--- config.mk ---
export PLATFORM = sky130hd
export DESIGN_NAME = ebwh_top
export DESIGN_NICKNAME = d
export VERILOG_FILES = /design/src/logic/ebwh_pkg.sv /design/src/logic/ebwh_top.sv
export SDC_FILE = /design/constraint.sdc
export NUM_CORES = 1
export LEC_CHECK = 0
export ABC_CLOCK_PERIOD_IN_PS = 4500
export BUFFER_PORTS_ARGS = -buffer_cell sky130_fd_sc_hd__buf_2
export CORE_ASPECT_RATIO = 1.5
export CORE_MARGIN = 5
export CORE_UTILIZATION = 50
export DETAILED_ROUTE_END_ITERATION = 12
export PLACE_DENSITY_LB_ADDON = 0.1
export SYNTH_ARGS = -nofsm -noshare
export SYNTH_HDL_FRONTEND = slang
export SYNTH_SLANG_ARGS = --single-unit
--- constraint.sdc ---
create_clock -name i_sys_clk -period 4.5 [get_ports i_sys_clk]
set_input_delay 0.225 -clock i_sys_clk [delete_from_list [all_inputs] [get_ports i_sys_clk]]
set_output_delay 0.225 -clock i_sys_clk [all_outputs]
set_load 0.02 [all_outputs]
--- src/logic/ebwh_pkg.sv ---
// ebwh_pkg: constants and carrier types for the external bus wait/hold block
// assumes one 40 MHz clock; phi is one system clock cycle here
package ebwh_pkg;
    // ------------------------------------------------------------
    // register map (byte addresses)
    // ------------------------------------------------------------
    localparam logic [15:0] EBWH_ADDR_MODE_A = 16'h0000;
    localparam logic [15:0] EBWH_ADDR_MODE_B = 16'h0001;
    localparam logic [15:0] EBWH_SFR_LO = 16'h0008;
    localparam logic [15:0] EBWH_SFR_HI = 16'h000F;
    localparam logic [7:0] EBWH_MODE_A_RST = 8'h00;
    localparam logic [7:0] EBWH_MODE_B_RST = 8'h00;
    // ------------------------------------------------------------
    // field positions
    // ------------------------------------------------------------
    localparam int EBWH_PM_LSB = 0;
    localparam int EBWH_WLEN_LSB = 0;
    localparam int EBWH_WMODE_LSB = 2;
    localparam int EBWH_HOLD_EN_BIT = 4;
    localparam logic [1:0] EBWH_PM_SINGLE = 2'b00;
    localparam logic [1:0] EBWH_PM_EXPAND = 2'b01;
    localparam logic [1:0] EBWH_PM_MICRO = 2'b10;
    localparam logic [1:0] EBWH_WM_SOFT = 2'b00;
    localparam logic [1:0] EBWH_WM_RDY = 2'b10;
    localparam logic [1:0] EBWH_WM_XRDY = 2'b11;
    localparam logic [1:0] EBWH_WLEN_ZERO = 2'b00;
    // ------------------------------------------------------------
    // types
    // ------------------------------------------------------------
    typedef struct packed {
        logic [15:0] addr;
        logic [7:0] wdata;
        logic wr;
        logic rd;
    } ebwh_req_type;
    typedef struct packed {
        logic [7:0] rd_n_wr_n_ctl;
    } ebwh_dummy_type;
    typedef enum logic [1:0] {EBWH_IDLE, EBWH_STROBE, EBWH_DONE} ebwh_state_type;
endpackage

--- src/logic/ebwh_top.sv ---
// ebwh_top: external bus interface, mode select, slow-memory wait and bus hold
// assumes core requests held stable until o_cpu_done; pins synchronous to i_sys_clk
// Functional notes
// - processor mode field, bits 1:0 of mode register A, picks the operating mode
// - expanded modes turn the four low ports into bus pins
// - port direction addresses become external accesses when expanded
// - first port drives address low byte, second port the high byte
// - third port is the bidirectional data bus for data and opcodes
// - fourth port carries ready, outputs, dma, clock, sync, write and read strobes
// - reset with boot mode pin low gives single-chip mode
// - writing 01 with boot pin low gives memory expansion, internal rom kept
// - boot pin high at reset or writing 10 gives microprocessor mode, rom off
// - waits only for external expanded accesses, never for 0x0008 to 0x000F
// - mode register B bits 3:0 hold wait length and wait mode fields
// - software wait stretches strobe low by 0 to 3 phi, ready ignored
// - ready wait: low ready at cycle start adds the selected phi cycles
// - extended ready: sample ready each phi, end wait within selection after high
// - hold requests honoured only while hold enable bit is one
// - low hold request puts device in hold for as long as it stays low
// - clock keeps running during hold so peripherals continue
// - hold acknowledge driven low when the bus is released
// - during hold address and data float, strobes high, clock output toggles
//
// Our own choices: the strobed register port and the address map.
`timescale 1ns/100ps
module ebwh_top (
    input wire logic i_sys_clk,
    input wire logic i_nrst,
    input wire logic i_boot_mode_pin,
    input wire logic [15:0] i_reg_addr,
    input wire logic [7:0] i_reg_wdata,
    input wire logic i_reg_wr,
    input wire logic i_reg_rd,
    output logic [7:0] o_reg_rdata,
    input wire ebwh_pkg::ebwh_req_type i_cpu_req,
    input wire logic i_cpu_internal,
    input wire logic i_cpu_sync,
    input wire logic i_cpu_dma,
    input wire logic i_cpu_expanded_data_strobe,
    output logic o_cpu_done,
    output logic [7:0] o_cpu_rdata,
    output logic o_ext_map,
    output logic o_rom_valid,
    output logic o_expanded,
    output logic [7:0] o_low_address_port,
    output logic [7:0] o_low_address_port_oe,
    output logic [7:0] o_high_address_port,
    output logic [7:0] o_high_address_port_oe,
    input wire logic [7:0] i_data_bus_port,
    output logic [7:0] o_data_bus_port,
    output logic [7:0] o_data_bus_port_oe,
    input wire logic i_ready_wait_n,
    output logic o_dma_cycle_strobe,
    output logic o_clk_out,
    output logic o_opcode_fetch_sync,
    output logic o_wr_n,
    output logic o_rd_n,
    output logic o_expanded_data_strobe,
    input wire logic i_hold_req_n,
    output logic o_bus_grant_ack_n
);
    import ebwh_pkg::*;

    // ------------------------------------------------------------
    // reset release
    // ------------------------------------------------------------
    logic rst_meta_q, rst_n_q;
    always_ff @(posedge i_sys_clk or negedge i_nrst) begin
        if (!i_nrst) begin
            rst_meta_q <= 1'b0;
            rst_n_q <= 1'b0;
        end else begin
            rst_meta_q <= 1'b1;
            rst_n_q <= rst_meta_q;
        end
    end

    // ------------------------------------------------------------
    // mode registers
    // ------------------------------------------------------------
    logic [7:0] mode_a_q, mode_b_q;
    logic strap_done_q;
    logic [1:0] pm;
    logic [1:0] wlen, wmode;
    logic hold_en, expanded;
    assign pm = mode_a_q[EBWH_PM_LSB +: 2];
    assign wlen = mode_b_q[EBWH_WLEN_LSB +: 2];
    assign wmode = mode_b_q[EBWH_WMODE_LSB +: 2];
    assign hold_en = mode_b_q[EBWH_HOLD_EN_BIT];
    assign expanded = (pm == EBWH_PM_EXPAND) || (pm == EBWH_PM_MICRO);

    // strap caught on the first clock after release, not under reset
    always_ff @(posedge i_sys_clk or negedge rst_n_q) begin
        if (!rst_n_q) begin
            mode_a_q <= EBWH_MODE_A_RST;
            strap_done_q <= 1'b0;
        end else if (!strap_done_q) begin
            strap_done_q <= 1'b1;
            if (i_boot_mode_pin) begin
                mode_a_q[EBWH_PM_LSB +: 2] <= EBWH_PM_MICRO;
            end else begin
                mode_a_q[EBWH_PM_LSB +: 2] <= EBWH_PM_SINGLE;
            end
        end else if (i_reg_wr && i_reg_addr == EBWH_ADDR_MODE_A) begin
            mode_a_q <= i_reg_wdata;
        end
    end

    // mode B: wait length, wait mode, hold enable
    always_ff @(posedge i_sys_clk or negedge rst_n_q) begin
        if (!rst_n_q) begin
            mode_b_q <= EBWH_MODE_B_RST;
        end else if (i_reg_wr && i_reg_addr == EBWH_ADDR_MODE_B) begin
            mode_b_q <= i_reg_wdata;
        end
    end

    always_ff @(posedge i_sys_clk or negedge rst_n_q) begin
        if (!rst_n_q) begin
            o_reg_rdata <= 8'h00;
        end else if (i_reg_rd && i_reg_addr == EBWH_ADDR_MODE_A) begin
            o_reg_rdata <= mode_a_q;
        end else if (i_reg_rd && i_reg_addr == EBWH_ADDR_MODE_B) begin
            o_reg_rdata <= mode_b_q;
        end else begin
            o_reg_rdata <= 8'h00;
        end
    end

    // ------------------------------------------------------------
    // address decode
    // ------------------------------------------------------------
    function automatic logic is_port_dir(input logic [15:0] a);
        is_port_dir = (a >= EBWH_SFR_LO) && (a <= EBWH_SFR_HI) && a[0];
    endfunction
    function automatic logic in_sfr(input logic [15:0] a);
        in_sfr = (a >= EBWH_SFR_LO) && (a <= EBWH_SFR_HI);
    endfunction

    logic ext_access;
    // direction registers of the bus ports go out to the bus
    assign o_ext_map = expanded && is_port_dir(i_cpu_req.addr);
    assign ext_access = expanded && (!i_cpu_internal || o_ext_map);
    assign o_rom_valid = (pm != EBWH_PM_MICRO);
    assign o_expanded = expanded;

    // ------------------------------------------------------------
    // hold handling
    // ------------------------------------------------------------
    ebwh_state_type state_q;
    logic hold_q;
    logic [1:0] wcnt_q;
    logic rdy_seen_q;
    // hold is only granted between cycles, so a transfer never splits
    always_ff @(posedge i_sys_clk or negedge rst_n_q) begin
        if (!rst_n_q) begin
            hold_q <= 1'b0;
        end else if (hold_q) begin
            hold_q <= !i_hold_req_n;
        end else if (hold_en && !i_hold_req_n && state_q == EBWH_IDLE) begin
            hold_q <= 1'b1;
        end
    end
    assign o_bus_grant_ack_n = !hold_q;

    // ------------------------------------------------------------
    // external cycle and wait sequencing
    // ------------------------------------------------------------
    // a request meeting a hold request waits while hold is enabled; the outside master goes first
    logic start;
    assign start = (i_cpu_req.rd || i_cpu_req.wr) && ext_access && !hold_q
        && (hold_en ? i_hold_req_n : 1'b1) && state_q == EBWH_IDLE;

    logic stretch;
    assign stretch = !in_sfr(i_cpu_req.addr);

    always_ff @(posedge i_sys_clk or negedge rst_n_q) begin
        if (!rst_n_q) begin
            state_q <= EBWH_IDLE;
            wcnt_q <= EBWH_WLEN_ZERO;
            rdy_seen_q <= 1'b0;
        end else begin
            case (state_q)
                EBWH_IDLE: begin
                    if (start) begin
                        state_q <= EBWH_STROBE;
                        rdy_seen_q <= 1'b0;
                        if (!stretch) begin
                            wcnt_q <= EBWH_WLEN_ZERO;
                        end else if (wmode == EBWH_WM_SOFT) begin
                            wcnt_q <= wlen;
                        end else if (!i_ready_wait_n) begin
                            wcnt_q <= wlen;
                            rdy_seen_q <= (wmode == EBWH_WM_XRDY);
                        end else begin
                            wcnt_q <= EBWH_WLEN_ZERO;
                        end
                    end
                end
                EBWH_STROBE: begin
                    // extended ready holds the count until ready is seen high
                    if (rdy_seen_q && !i_ready_wait_n) begin
                        wcnt_q <= wlen;
                    end else if (wcnt_q != EBWH_WLEN_ZERO) begin
                        rdy_seen_q <= 1'b0;
                        wcnt_q <= wcnt_q - 2'd1;
                    end else begin
                        rdy_seen_q <= 1'b0;
                        state_q <= EBWH_DONE;
                    end
                end
                EBWH_DONE: begin
                    state_q <= EBWH_IDLE;
                end
                default: begin
                    state_q <= EBWH_IDLE;
                end
            endcase
        end
    end

    // ------------------------------------------------------------
    // pin drivers
    // ------------------------------------------------------------
    logic drive;
    assign drive = expanded && !hold_q;
    // strobe low exactly while the sequencer stays in the strobe state,
    // so it never spills into the done cycle
    logic strobe_hold;
    assign strobe_hold = (state_q == EBWH_STROBE)
        && ((rdy_seen_q && !i_ready_wait_n) || wcnt_q != EBWH_WLEN_ZERO);
    logic [15:0] addr_q;
    logic [7:0] wdata_q, rdata_q;
    logic wr_n_q, rd_n_q, wr_cyc_q;
    always_ff @(posedge i_sys_clk or negedge rst_n_q) begin
        if (!rst_n_q) begin
            addr_q <= 16'h0000;
            wdata_q <= 8'h00;
            wr_cyc_q <= 1'b0;
        end else if (start) begin
            addr_q <= i_cpu_req.addr;
            wdata_q <= i_cpu_req.wdata;
            wr_cyc_q <= i_cpu_req.wr;
        end
    end
    always_ff @(posedge i_sys_clk or negedge rst_n_q) begin
        if (!rst_n_q) begin
            wr_n_q <= 1'b1;
            rd_n_q <= 1'b1;
        end else begin
            wr_n_q <= !(start && i_cpu_req.wr) && !(strobe_hold && wr_cyc_q);
            rd_n_q <= !(start && i_cpu_req.rd) && !(strobe_hold && !wr_cyc_q);
        end
    end
    // read data captured as the strobe rises
    always_ff @(posedge i_sys_clk or negedge rst_n_q) begin
        if (!rst_n_q) begin
            rdata_q <= 8'h00;
        end else if (state_q == EBWH_STROBE && !rd_n_q) begin
            rdata_q <= i_data_bus_port;
        end
    end
    // phi rendered as a divided clock out; never gated by hold
    logic clk_div_q, sync_q, dma_q, expanded_data_strobe_q;
    always_ff @(posedge i_sys_clk or negedge rst_n_q) begin
        if (!rst_n_q) begin
            clk_div_q <= 1'b0;
            sync_q <= 1'b0;
            dma_q <= 1'b0;
            expanded_data_strobe_q <= 1'b1;
        end else begin
            clk_div_q <= !clk_div_q;
            sync_q <= start && i_cpu_sync;
            dma_q <= start && i_cpu_dma;
            expanded_data_strobe_q <= !(start && i_cpu_expanded_data_strobe);
        end
    end

    // ------------------------------------------------------------
    // limitations
    // ------------------------------------------------------------
    // wait mode 01 is served like ready wait, no behaviour of its own
    // extended ready with zero length ends on the edge ready is seen high
    // hold is granted between cycles only, so a stretched cycle delays it

    // done pulses once the strobe is high again; the core may then drop its request
    assign o_cpu_done = (state_q == EBWH_DONE);
    assign o_cpu_rdata = rdata_q;
    assign o_low_address_port = addr_q[7:0];
    assign o_high_address_port = addr_q[15:8];
    assign o_low_address_port_oe = {8{drive}};
    assign o_high_address_port_oe = {8{drive}};
    assign o_data_bus_port = wdata_q;
    assign o_data_bus_port_oe = {8{drive && wr_cyc_q && state_q != EBWH_IDLE}};
    assign o_wr_n = wr_n_q || !drive;
    assign o_rd_n = rd_n_q || !drive;
    assign o_clk_out = clk_div_q && expanded;
    assign o_opcode_fetch_sync = sync_q;
    assign o_dma_cycle_strobe = dma_q;
    assign o_expanded_data_strobe = expanded_data_strobe_q;
endmodule

# Word-level counts from Yosys, hierarchy flattened
# Index checks and enable logic that the tools add are counted.
# Widths: inputs -> output; s select.
[word_totals]
ff_bits = 72
in_bits = 69
out_inout_bits = 75
wordCells = 120
[op_classes]
n_addsub = 1
n_lt_le_gt_ge = 2
n_eq_ne = 12
muxes = 25
n_reduce_logical = 59
[op_table]
columns = ["cell", "count"]
rows = [
  ["$logic_and 1x1->1", 30],
  ["$mux 2", 12],
  ["$eq 16x1->1 const B", 1],
  ["$ge 16x4->1 const B", 1],
  ["$le 16x4->1 const B", 1],
  ["$logic_not 16->1", 1],
  ["$mux 8", 2],
  ["$logic_not 1->1", 13],
  ["$reduce_and 3->1", 3],
  ["$mux 1", 8],
  ["$ne 2x2->1 const B", 4],
  ["$pmux 2 s2", 2],
  ["$eq 2x2->1 const B", 3],
  ["$logic_or 1x1->1", 6],
  ["$reduce_bool 2->1", 3],
  ["$eq 2x1->1 const B", 2],
  ["$logic_not 2->1", 2],
  ["$ne 3x3->1 const B", 1],
  ["$ne 2x1->1 const B", 1],
  ["$pmux 1 s2", 1],
  ["$reduce_and 2->1", 1],
  ["$sub 2x1->2 const B", 1],
]

# Logic depth before layout (Yosys ltp)
# Gate-level depths: netlist (run 1).
[logic_depth]
depth_word = 13
ltp_mapped = 7
depth_no_buf = 6

# Worst setup path before layout (run 1)
# OpenSTA, ideal clock, no wires.
[synth_timing]
path_type = "register to output"
start = "reg mode_a_q[0]"
end = "out o_data_bus_port_oe[1]"
t_arrival_ps = 2252
required_time_ps = 4275
setup_slack_ps = 2023
stages_incl_launch_ff = 5
path_buffers = 1
path_cell_list = "dfrtp_1 > inv_1 > ha_1 > nor4_1 > buf_4"
[synth_via]
elab_chain_cells = 5
elab_cells_between_ends = 6
cone_classes = "eq/ne: 2; reduce/logical: 4"
[synth_rtl]
columns = ["element", "line", "text"]
rows = [
  ["start, declared", "ebwh_top.sv:81", "logic [7:0] mode_a_q, mode_b_q;"],
  ["start signal, assigned", "ebwh_top.sv:105", "mode_a_q <= i_reg_wdata;"],
  ["$eq 2x1->1 or $eq 2x2->1 (tied branches)", "ebwh_top.sv:90", "assign expanded = (pm == EBWH_PM_EXPAND) || (pm == EBWH_PM_MICRO);"],
  ["$logic_or 1x1->1 *", "ebwh_top.sv:90", ""],
  ["$logic_and 1x1->1 *", "ebwh_top.sv:226", "assign drive = expanded && !hold_q;"],
  ["$logic_and 1x1->1 * (2 in a row)", "ebwh_top.sv:294", "assign o_data_bus_port_oe = {8{drive && wr_cyc_q && state_q != EBWH_IDLE}};"],
  ["end, declared", "ebwh_top.sv:51", "output logic [7:0] o_data_bus_port_oe,"],
]
# Every way passes the cells marked *; elsewhere a longest branch is shown, timed or not.

# Final worst setup path (run 1)
[layout_timing]
start = "reg mode_a_q[0]"
end = "reg addr_q[8]"
[layout_via]
elab_chain_cells = 9
elab_cells_between_ends = 10
cone_classes = "eq/ne: 2; reduce/logical: 8"
[layout_rtl]
columns = ["element", "line", "text"]
rows = [
  ["$eq 2x1->1 or $eq 2x2->1 (tied branches)", "ebwh_top.sv:90", ""],
  ["$logic_or 1x1->1 *", "ebwh_top.sv:90", ""],
  ["$logic_and 1x1->1", "ebwh_top.sv:142", "assign o_ext_map = expanded && is_port_dir(i_cpu_req.addr);"],
  ["$logic_or 1x1->1", "ebwh_top.sv:143", "assign ext_access = expanded && (!i_cpu_internal || o_ext_map);"],
  ["$logic_and 1x1->1 *", "ebwh_top.sv:143", ""],
  ["$logic_and 1x1->1 * (2 in a row)", "ebwh_top.sv:171", "assign start = (i_cpu_req.rd || i_cpu_req.wr) && ext_access && !hold_q"],
  ["$logic_and 1x1->1 * (2 in a row)", "ebwh_top.sv:172", "&& (hold_en ? i_hold_req_n : 1'b1) && state_q == EBWH_IDLE;"],
  ["end signal, assigned", "ebwh_top.sv:241", "addr_q <= i_cpu_req.addr;"],
  ["end, declared", "ebwh_top.sv:232", "logic [15:0] addr_q;"],
]
# Marked as above.
# A chain may end at the register's enable or synchronous reset.

==> results.md, run 1 <==
* Met3 GRT Util at 4.784%
* Share of cells above drive strength 1 at 48.03%
* Met1 Track Usage GR at 20.83%
* Via/cell ratio at between 5 and 6
* Synth cell types at 38
* Initial antenna violation count at 0
* Final Setup Violations at 0
* Fin. max-slew vios at 0
* Yosys reg bits at roughly 70
* Clock Tree Buf Depth at 2
* DRC at 0
* Sink Count at 72
* Core area at approximately 6000 µm²
* Largest net degree at the start of global routing at 63
* Filler Cell Count at 517
* CTS HTree Levels at 3
* Headroom to the max-slew limit at 42.54%
* Yosys top cell by area: dfrtp_1
* Synth top cells by count: 69 x dfrtp_1, 34 x mux2_1, 24 x buf_4, 13 x mux2_2, 12 x inv_1
* Initial cell density of the core at approximately half
* Post-DP HPWL at around 5.6 mm
* Clock transition at the registers of the reported paths at 80 ps
* Peak VDD IR at 0.2894 mV
* Total number of vias at 2316
* Status: completed
* Post-cts sizing count at 0
* Synth warnings at 0
* Multi-input gate area at 1099 µm²
* First DRT Iteration DRCs at 105
* EDFF count, synth at 0
* Tmin final at roughly 2700 ps
* Vias in the first global route at around 2400
* Max Cap Viol at 0
* Sequential Area at 1807 µm²
* Antenna viol nets, final at 0
* Critical Path Source Type: flip-flop
* Synth area leaders: dfrtp_1 55%, mux2_1 12%, buf_4 5.7%, mux2_2 4.7%, dfstp_2 2.5%
* Slew @ Worst Pin at 854.0 ps
* Setup TNS Final at 0 ps
* Die Y at 107.2 µm
* Synthesis-to-layout area growth at 27.03%
* CTS tree: done
* Wire length per cell at 15.56 µm
* Port bufs at 143
* Critical Path RT at about 4700 ps
* WP data arrival at 2940 ps
* First-pass GRT wire length at around 11 mm
* Die W at 74.79 µm
* Grt peak-use layer: met2
* Hold Crit Class: input port to flip-flop
* Post-CTS Setup Inserts at 0
* Synth top area share at between 50% and 60%
* Syn Area/Cell at 12.95 µm²
* Total die area at 8015 µm²
* P per Cell Area at 520.4 nW/µm²
* Worst hold margin at approximately 35 ps
* RSZ-0062 raised after global routing: false
* Register area share after synthesis at between 50% and 60%
* Gpl congestion at 0.7382
* Total CTS buffers at 9
* Clk root buf: clkbuf_8
* Clock Skews at about 13 ps
* CP Class: flip-flop to flip-flop
* Ant diodes at 0
* GRT Total Usage at a little under a fifth
* Highest clock rate at 370.1 MHz
* Top Ports at 144
* Prevailing post-synth register cell: dfrtp_1
* Clk_lat worst skew at ~350 ps
* LEAKAGE at 0.002068 µW
* M2 GR Usage at 32.14%
* Crit end category: flip-flop
* Most numerous cell in the Yosys netlist: dfrtp_1
* DR pass1 iterations at 5
* Worst-path fanout max at 31
* Cells after synthesis at 243
* Hold-fix buffers, CTS at 2
* GRT overflow at 0
* Final worst-path cycle share at 60.05%
* Fin. Hold Viols at 0
* Mapped Area at roughly 3100 µm²
* FF-to-FF setup slack at approximately 1800 ps
* Async SR Flop Fraction at 100.0%
* FP Rows at 35
* Final wirelength at just over 7 mm
* Total Nets Final at between 400 and 500
-- state kept, by name (all words and copies together), names as in the netlist --
name / count
addr_q: 16
clk_div_q: 1
hold_q: 1
mode_a_q: 8
mode_b_q: 8
o_cpu_rdata: 8
o_data_bus_port: 8
o_dma_cycle_strobe: 1
o_expanded_data_strobe: 1
o_opcode_fetch_sync: 1
o_reg_rdata: 8
rd_n_q: 1
rdy_seen_q: 1
rst_meta_q: 1
rst_n_q: 1
state_q: 2
strap_done_q: 1
wcnt_q: 2
wr_cyc_q: 1
wr_n_q: 1
-- layer usage --
| metal | wire [µm] | up-vias |
|---|---|---|
| li1 | - | 1115 |
| met1 | 2536 | 1090 |
| met2 | 3721 | 100 |
| met3 | 698 | 11 |
| met4 | 127 | 0 |
| met5 | 0 | - |
-- worst max-delay path: stages, from the launching register on --
cell and delay (ps):
dfrtp_1 360, inv_1 50, ha_1 400, nor2_1 580, o2111ai_1 330, nor2_2 140, buf_4 360, mux2_1 360
-- final timing paths --
path,startpoint,cells past startpoint,to
max in group asynchronous,rst_n_q,1,o_data_bus_port[0]
max,mode_a_q[0],7,addr_q[8]
min,i_cpu_req[0],2,rd_n_q
max reg2reg,mode_a_q[0],7,addr_q[8]
min in group asynchronous,rst_n_q,0,o_cpu_rdata[4]
min reg2reg,rst_n_q,0,o_cpu_rdata[4]
-- layout by cell type, fill, tap and decap left out, types with 3 or more instances in the layout --
| cell type | n |
|---|---|
| a21oi_1 | 5 |
| a22o_1 | 8 |
| buf_2 | 143 |
| clkbuf_8 | 10 |
| dfrtp_1 | 68 |
| dfstp_2 | 3 |
| inv_1 | 12 |
| mux2_1 | 34 |
| mux2_2 | 13 |
| nand2_1 | 8 |
| nand2b_1 | 3 |
| nand4_1 | 3 |
| nor2_1 | 11 |
| nor2b_1 | 3 |
| nor3_1 | 5 |
| nor4_1 | 7 |
| nor4b_1 | 3 |
-- through the flow --
step	std cells	utilization (%)	total power (µW)	cell area, µm²	setup slack, ps
floorplan	244	-	1347	3152	2023
global placement	437	61.55	1569	3774	1881
detailed placement	437	61.55	1588	3774	1773
global route	455	65.22	2207	3999	1502
CTS	455	65.22	2111	3999	1748
finish	455	65.22	2081	3999	1798
-- layout make-up --
class / count / share of cell area, %
timing repair buffer: 147 / 18.77
clock inverter: 6 / 1.690
tap: 74 / 2.315
sequential: 72 / 45.18
clock buffer: 10 / 3.442
inverter: 12 / 1.126
multi-input combinational: 134 / 27.47
-- cell families after synthesis --
| family | synth area share [%] |
|---|---|
| other | 0.1191 |
| flip-flops | 57.35 |
| adder cells (fa/ha/maj) | 0.7948 |
| AO/OA/AOI/OAI | 6.081 |
| buffers and inverters | 7.869 |
| AND/OR/NAND/NOR | 10.33 |
| multiplexers | 17.45 |
-- power by group --
group	internal (µW)	switching, µW	leakage (µW)	total (µW)
combinational	253	415	0.00105	668
sequential	815	78.9	0.000922	894
clock	273	247	0.0000989	519
Note: power is estimated with default switching activity, not from simulation.
==> inputs of run 2 (changes only) <==
--- a/config.mk
+++ b/config.mk
@@ -5,11 +5,11 @@
 export SDC_FILE = /design/constraint.sdc
 export NUM_CORES = 1
 export LEC_CHECK = 0
-export ABC_CLOCK_PERIOD_IN_PS = 4500
+export ABC_CLOCK_PERIOD_IN_PS = 2550
 export BUFFER_PORTS_ARGS = -buffer_cell sky130_fd_sc_hd__buf_2
 export CORE_ASPECT_RATIO = 1.5
 export CORE_MARGIN = 5
-export CORE_UTILIZATION = 50
+export CORE_UTILIZATION = 47
 export DETAILED_ROUTE_END_ITERATION = 12
 export PLACE_DENSITY_LB_ADDON = 0.1
 export SYNTH_ARGS = -nofsm -noshare
==> constraint.sdc (replaced) <==
create_clock -name i_sys_clk -period 2.55 [get_ports i_sys_clk]
set_input_delay 0.1275 -clock i_sys_clk [delete_from_list [all_inputs] [get_ports i_sys_clk]]
set_output_delay 0.1275 -clock i_sys_clk [all_outputs]
set_load 0.02 [all_outputs]
==> results.md, run 2 (synthesis results as in run 1) <==
* Via/cell ratio at between 5 and 6
* Total number of vias at 2481
* Tmin final at about 2200 ps
* Antenna viol nets, final at 0
* Core area at 6531 µm²
* Synthesis-to-layout area growth at 37.28%
* Worst-path fanout max at 16
* First DRT Iteration DRCs at 60
* Crit end category: flip-flop
* Crit-path leading delay family: simple AND/OR/NAND/NOR gates
* Post-DP HPWL at 5.705 mm
* Initial antenna violation count at 0
* Clk root buf: clkbuf_8
* Max Cap Viol at 0
* Hold Crit Class: input port to flip-flop
* Share of cells above drive strength 1 at 45.39%
* Fin. max-slew vios at 0
* DRC at 0
* Ant diodes at 0
* Largest Register: addr_q
* First-pass GRT wire length at ~13 mm
* Largest net degree at the start of global routing at 43
* CTS HTree Levels at 3
* Final worst-path cycle share at 85.53%
* Total Nets Final at 479
* Commonest non-fill, non-tap cells in the layout: 143 x buf_2, 68 x dfrtp_1, 34 x mux2_1
* Design area at 4322 µm²
* Wire length per cell at 15.70 µm
* Final wirelength at 7.661 mm
* Crit path cell chain: inv_1, ha_1, nor4b_1, a41oi_1, nor2_2, buf_4, mux2_1
* Setup WS pre-CTS at ~380 ps
* CTS tree: done
* Sink Count at 72
* CP bufs+invs at 2
* RSZ-0062 raised after global routing: false
* P per Cell Area at 880.8 nW/µm²
* GRT Total Usage at 19.08%
* Max reg flops at 16
* Peak VDD IR at 0.4836 mV
* Worst setup slack after layout at roughly 370 ps
* Slew @ Worst Pin at between 800 and 900 ps
* FP Rows at 36
* Total CTS buffers at 9
* CP Class: flip-flop to flip-flop
* Commonest non-fill, non-tap cell in the layout: buf_2
* Clk_lat worst skew at 350 ps
* Clock transition at the registers of the reported paths at 70 ps
* GRT overflow at 0
* Critical Path RT at 2780 ps
* Slowest cell on crit path: dfrtp_1
* Clock Tree Buf Depth at 2
* Total die area at approximately 8500 µm²
* Vias in the first global route at 2627
* Top Ports at 144
* Status: completed
* Fin. Hold Viols at 0
* Clock Skews at roughly 8.6 ps
* Initial cell density of the core at approximately 48%
* Post-CTS Setup Inserts at 0
* Highest clock rate at 458.5 MHz
* Placed cell areas at approximately 3800 µm²
* Setup TNS Final at 0 ps
* Gpl congestion at between 0.7 and 0.8
* Crit-path max cell delay at roughly 370 ps
* DR pass1 iterations at 4
* Final Setup Violations at 0
* LEAKAGE at 0.002220 µW
* WP data arrival at 2410 ps
* Critical Path Source Type: flip-flop
* Die Y at 110.2 µm
* Port bufs at 143
* Die W at between 70 and 80 µm
* Filler Cell Count at 505
* Headroom to the max-slew limit at a little over two fifths
==> run 2: final timing paths <==
| path | from | to | slack [ps] | cells after the start |
|---|---|---|---|---|
| max | mode_a_q[0] | addr_q[11] | 370 | 7 |
| min | i_cpu_req[18] | addr_q[8] | 20 | 2 |
| max reg2reg | mode_a_q[0] | addr_q[11] | 370 | 7 |
| min reg2reg | rst_meta_q | rst_n_q | 350 | 0 |
| max in group asynchronous | rst_n_q | o_expanded_data_strobe | 1430 | 1 |
| min in group asynchronous | i_nrst | rst_n_q | 90 | 2 |
==> run 2: power by group <==
| part | total, µW | switching [µW] | internal (µW) |
|---|---|---|---|
| combinational | 1220 | 739 | 483 |
| sequential | 1580 | 145 | 1440 |
| clock | 1000 | 402 | 598 |
==> run 2: through the flow <==
stage               total power, µW  instances  util [%]  hold WS, ps
floorplan                      2377        244         -       -168.1
global placement               2780        445     58.51       -87.15
detailed placement             2809        445     58.51       -85.30
CTS                            3846        488     66.17        1.114
global route                   4027        488     66.17        2.567
finish                         3807        488     66.17        17.01
==> run 2: final cells by class <==
cell class / instances / area [µm²] / share of cell area [%]
clock buffer: 12 / 155.1 / 3.590
clock inverter: 3 / 65.06 / 1.506
inverter: 12 / 45.04 / 1.042
multi-input combinational: 134 / 1099 / 25.42
sequential: 72 / 1807 / 41.81
tap: 76 / 95.09 / 2.200
timing repair buffer: 179 / 1056 / 24.44
==> run 2: worst register-to-register path: cells and delay by family, from the launching register on <==
family                     cells  cell delay [ps]
buffers and inverters          2              310
AOI/OAI and AO/OA              1              210
DFF                            1              370
adders and majority gates      1              330
muxes                          1              350
and+or+nand+nor                2              500
==> run 2: timing repair <==
item / 4_1_cts / 5_1_grt
endpoints found under the hold margin: 29 / 0
gates resized for setup: 0 / 0
hold buffers: 28 / 0
==> run 2: metal layers <==
layer / vias to the layer above / global-route usage [%] / share of wire [%]
met1: 1196 / 19.86 / 35
met2: 103 / 34.02 / 54
met3: 12 / 6.911 / 8.6
li1: 1170 / - / -
met5: - / 0 / 0
met4: 0 / 9.000 / 1.9
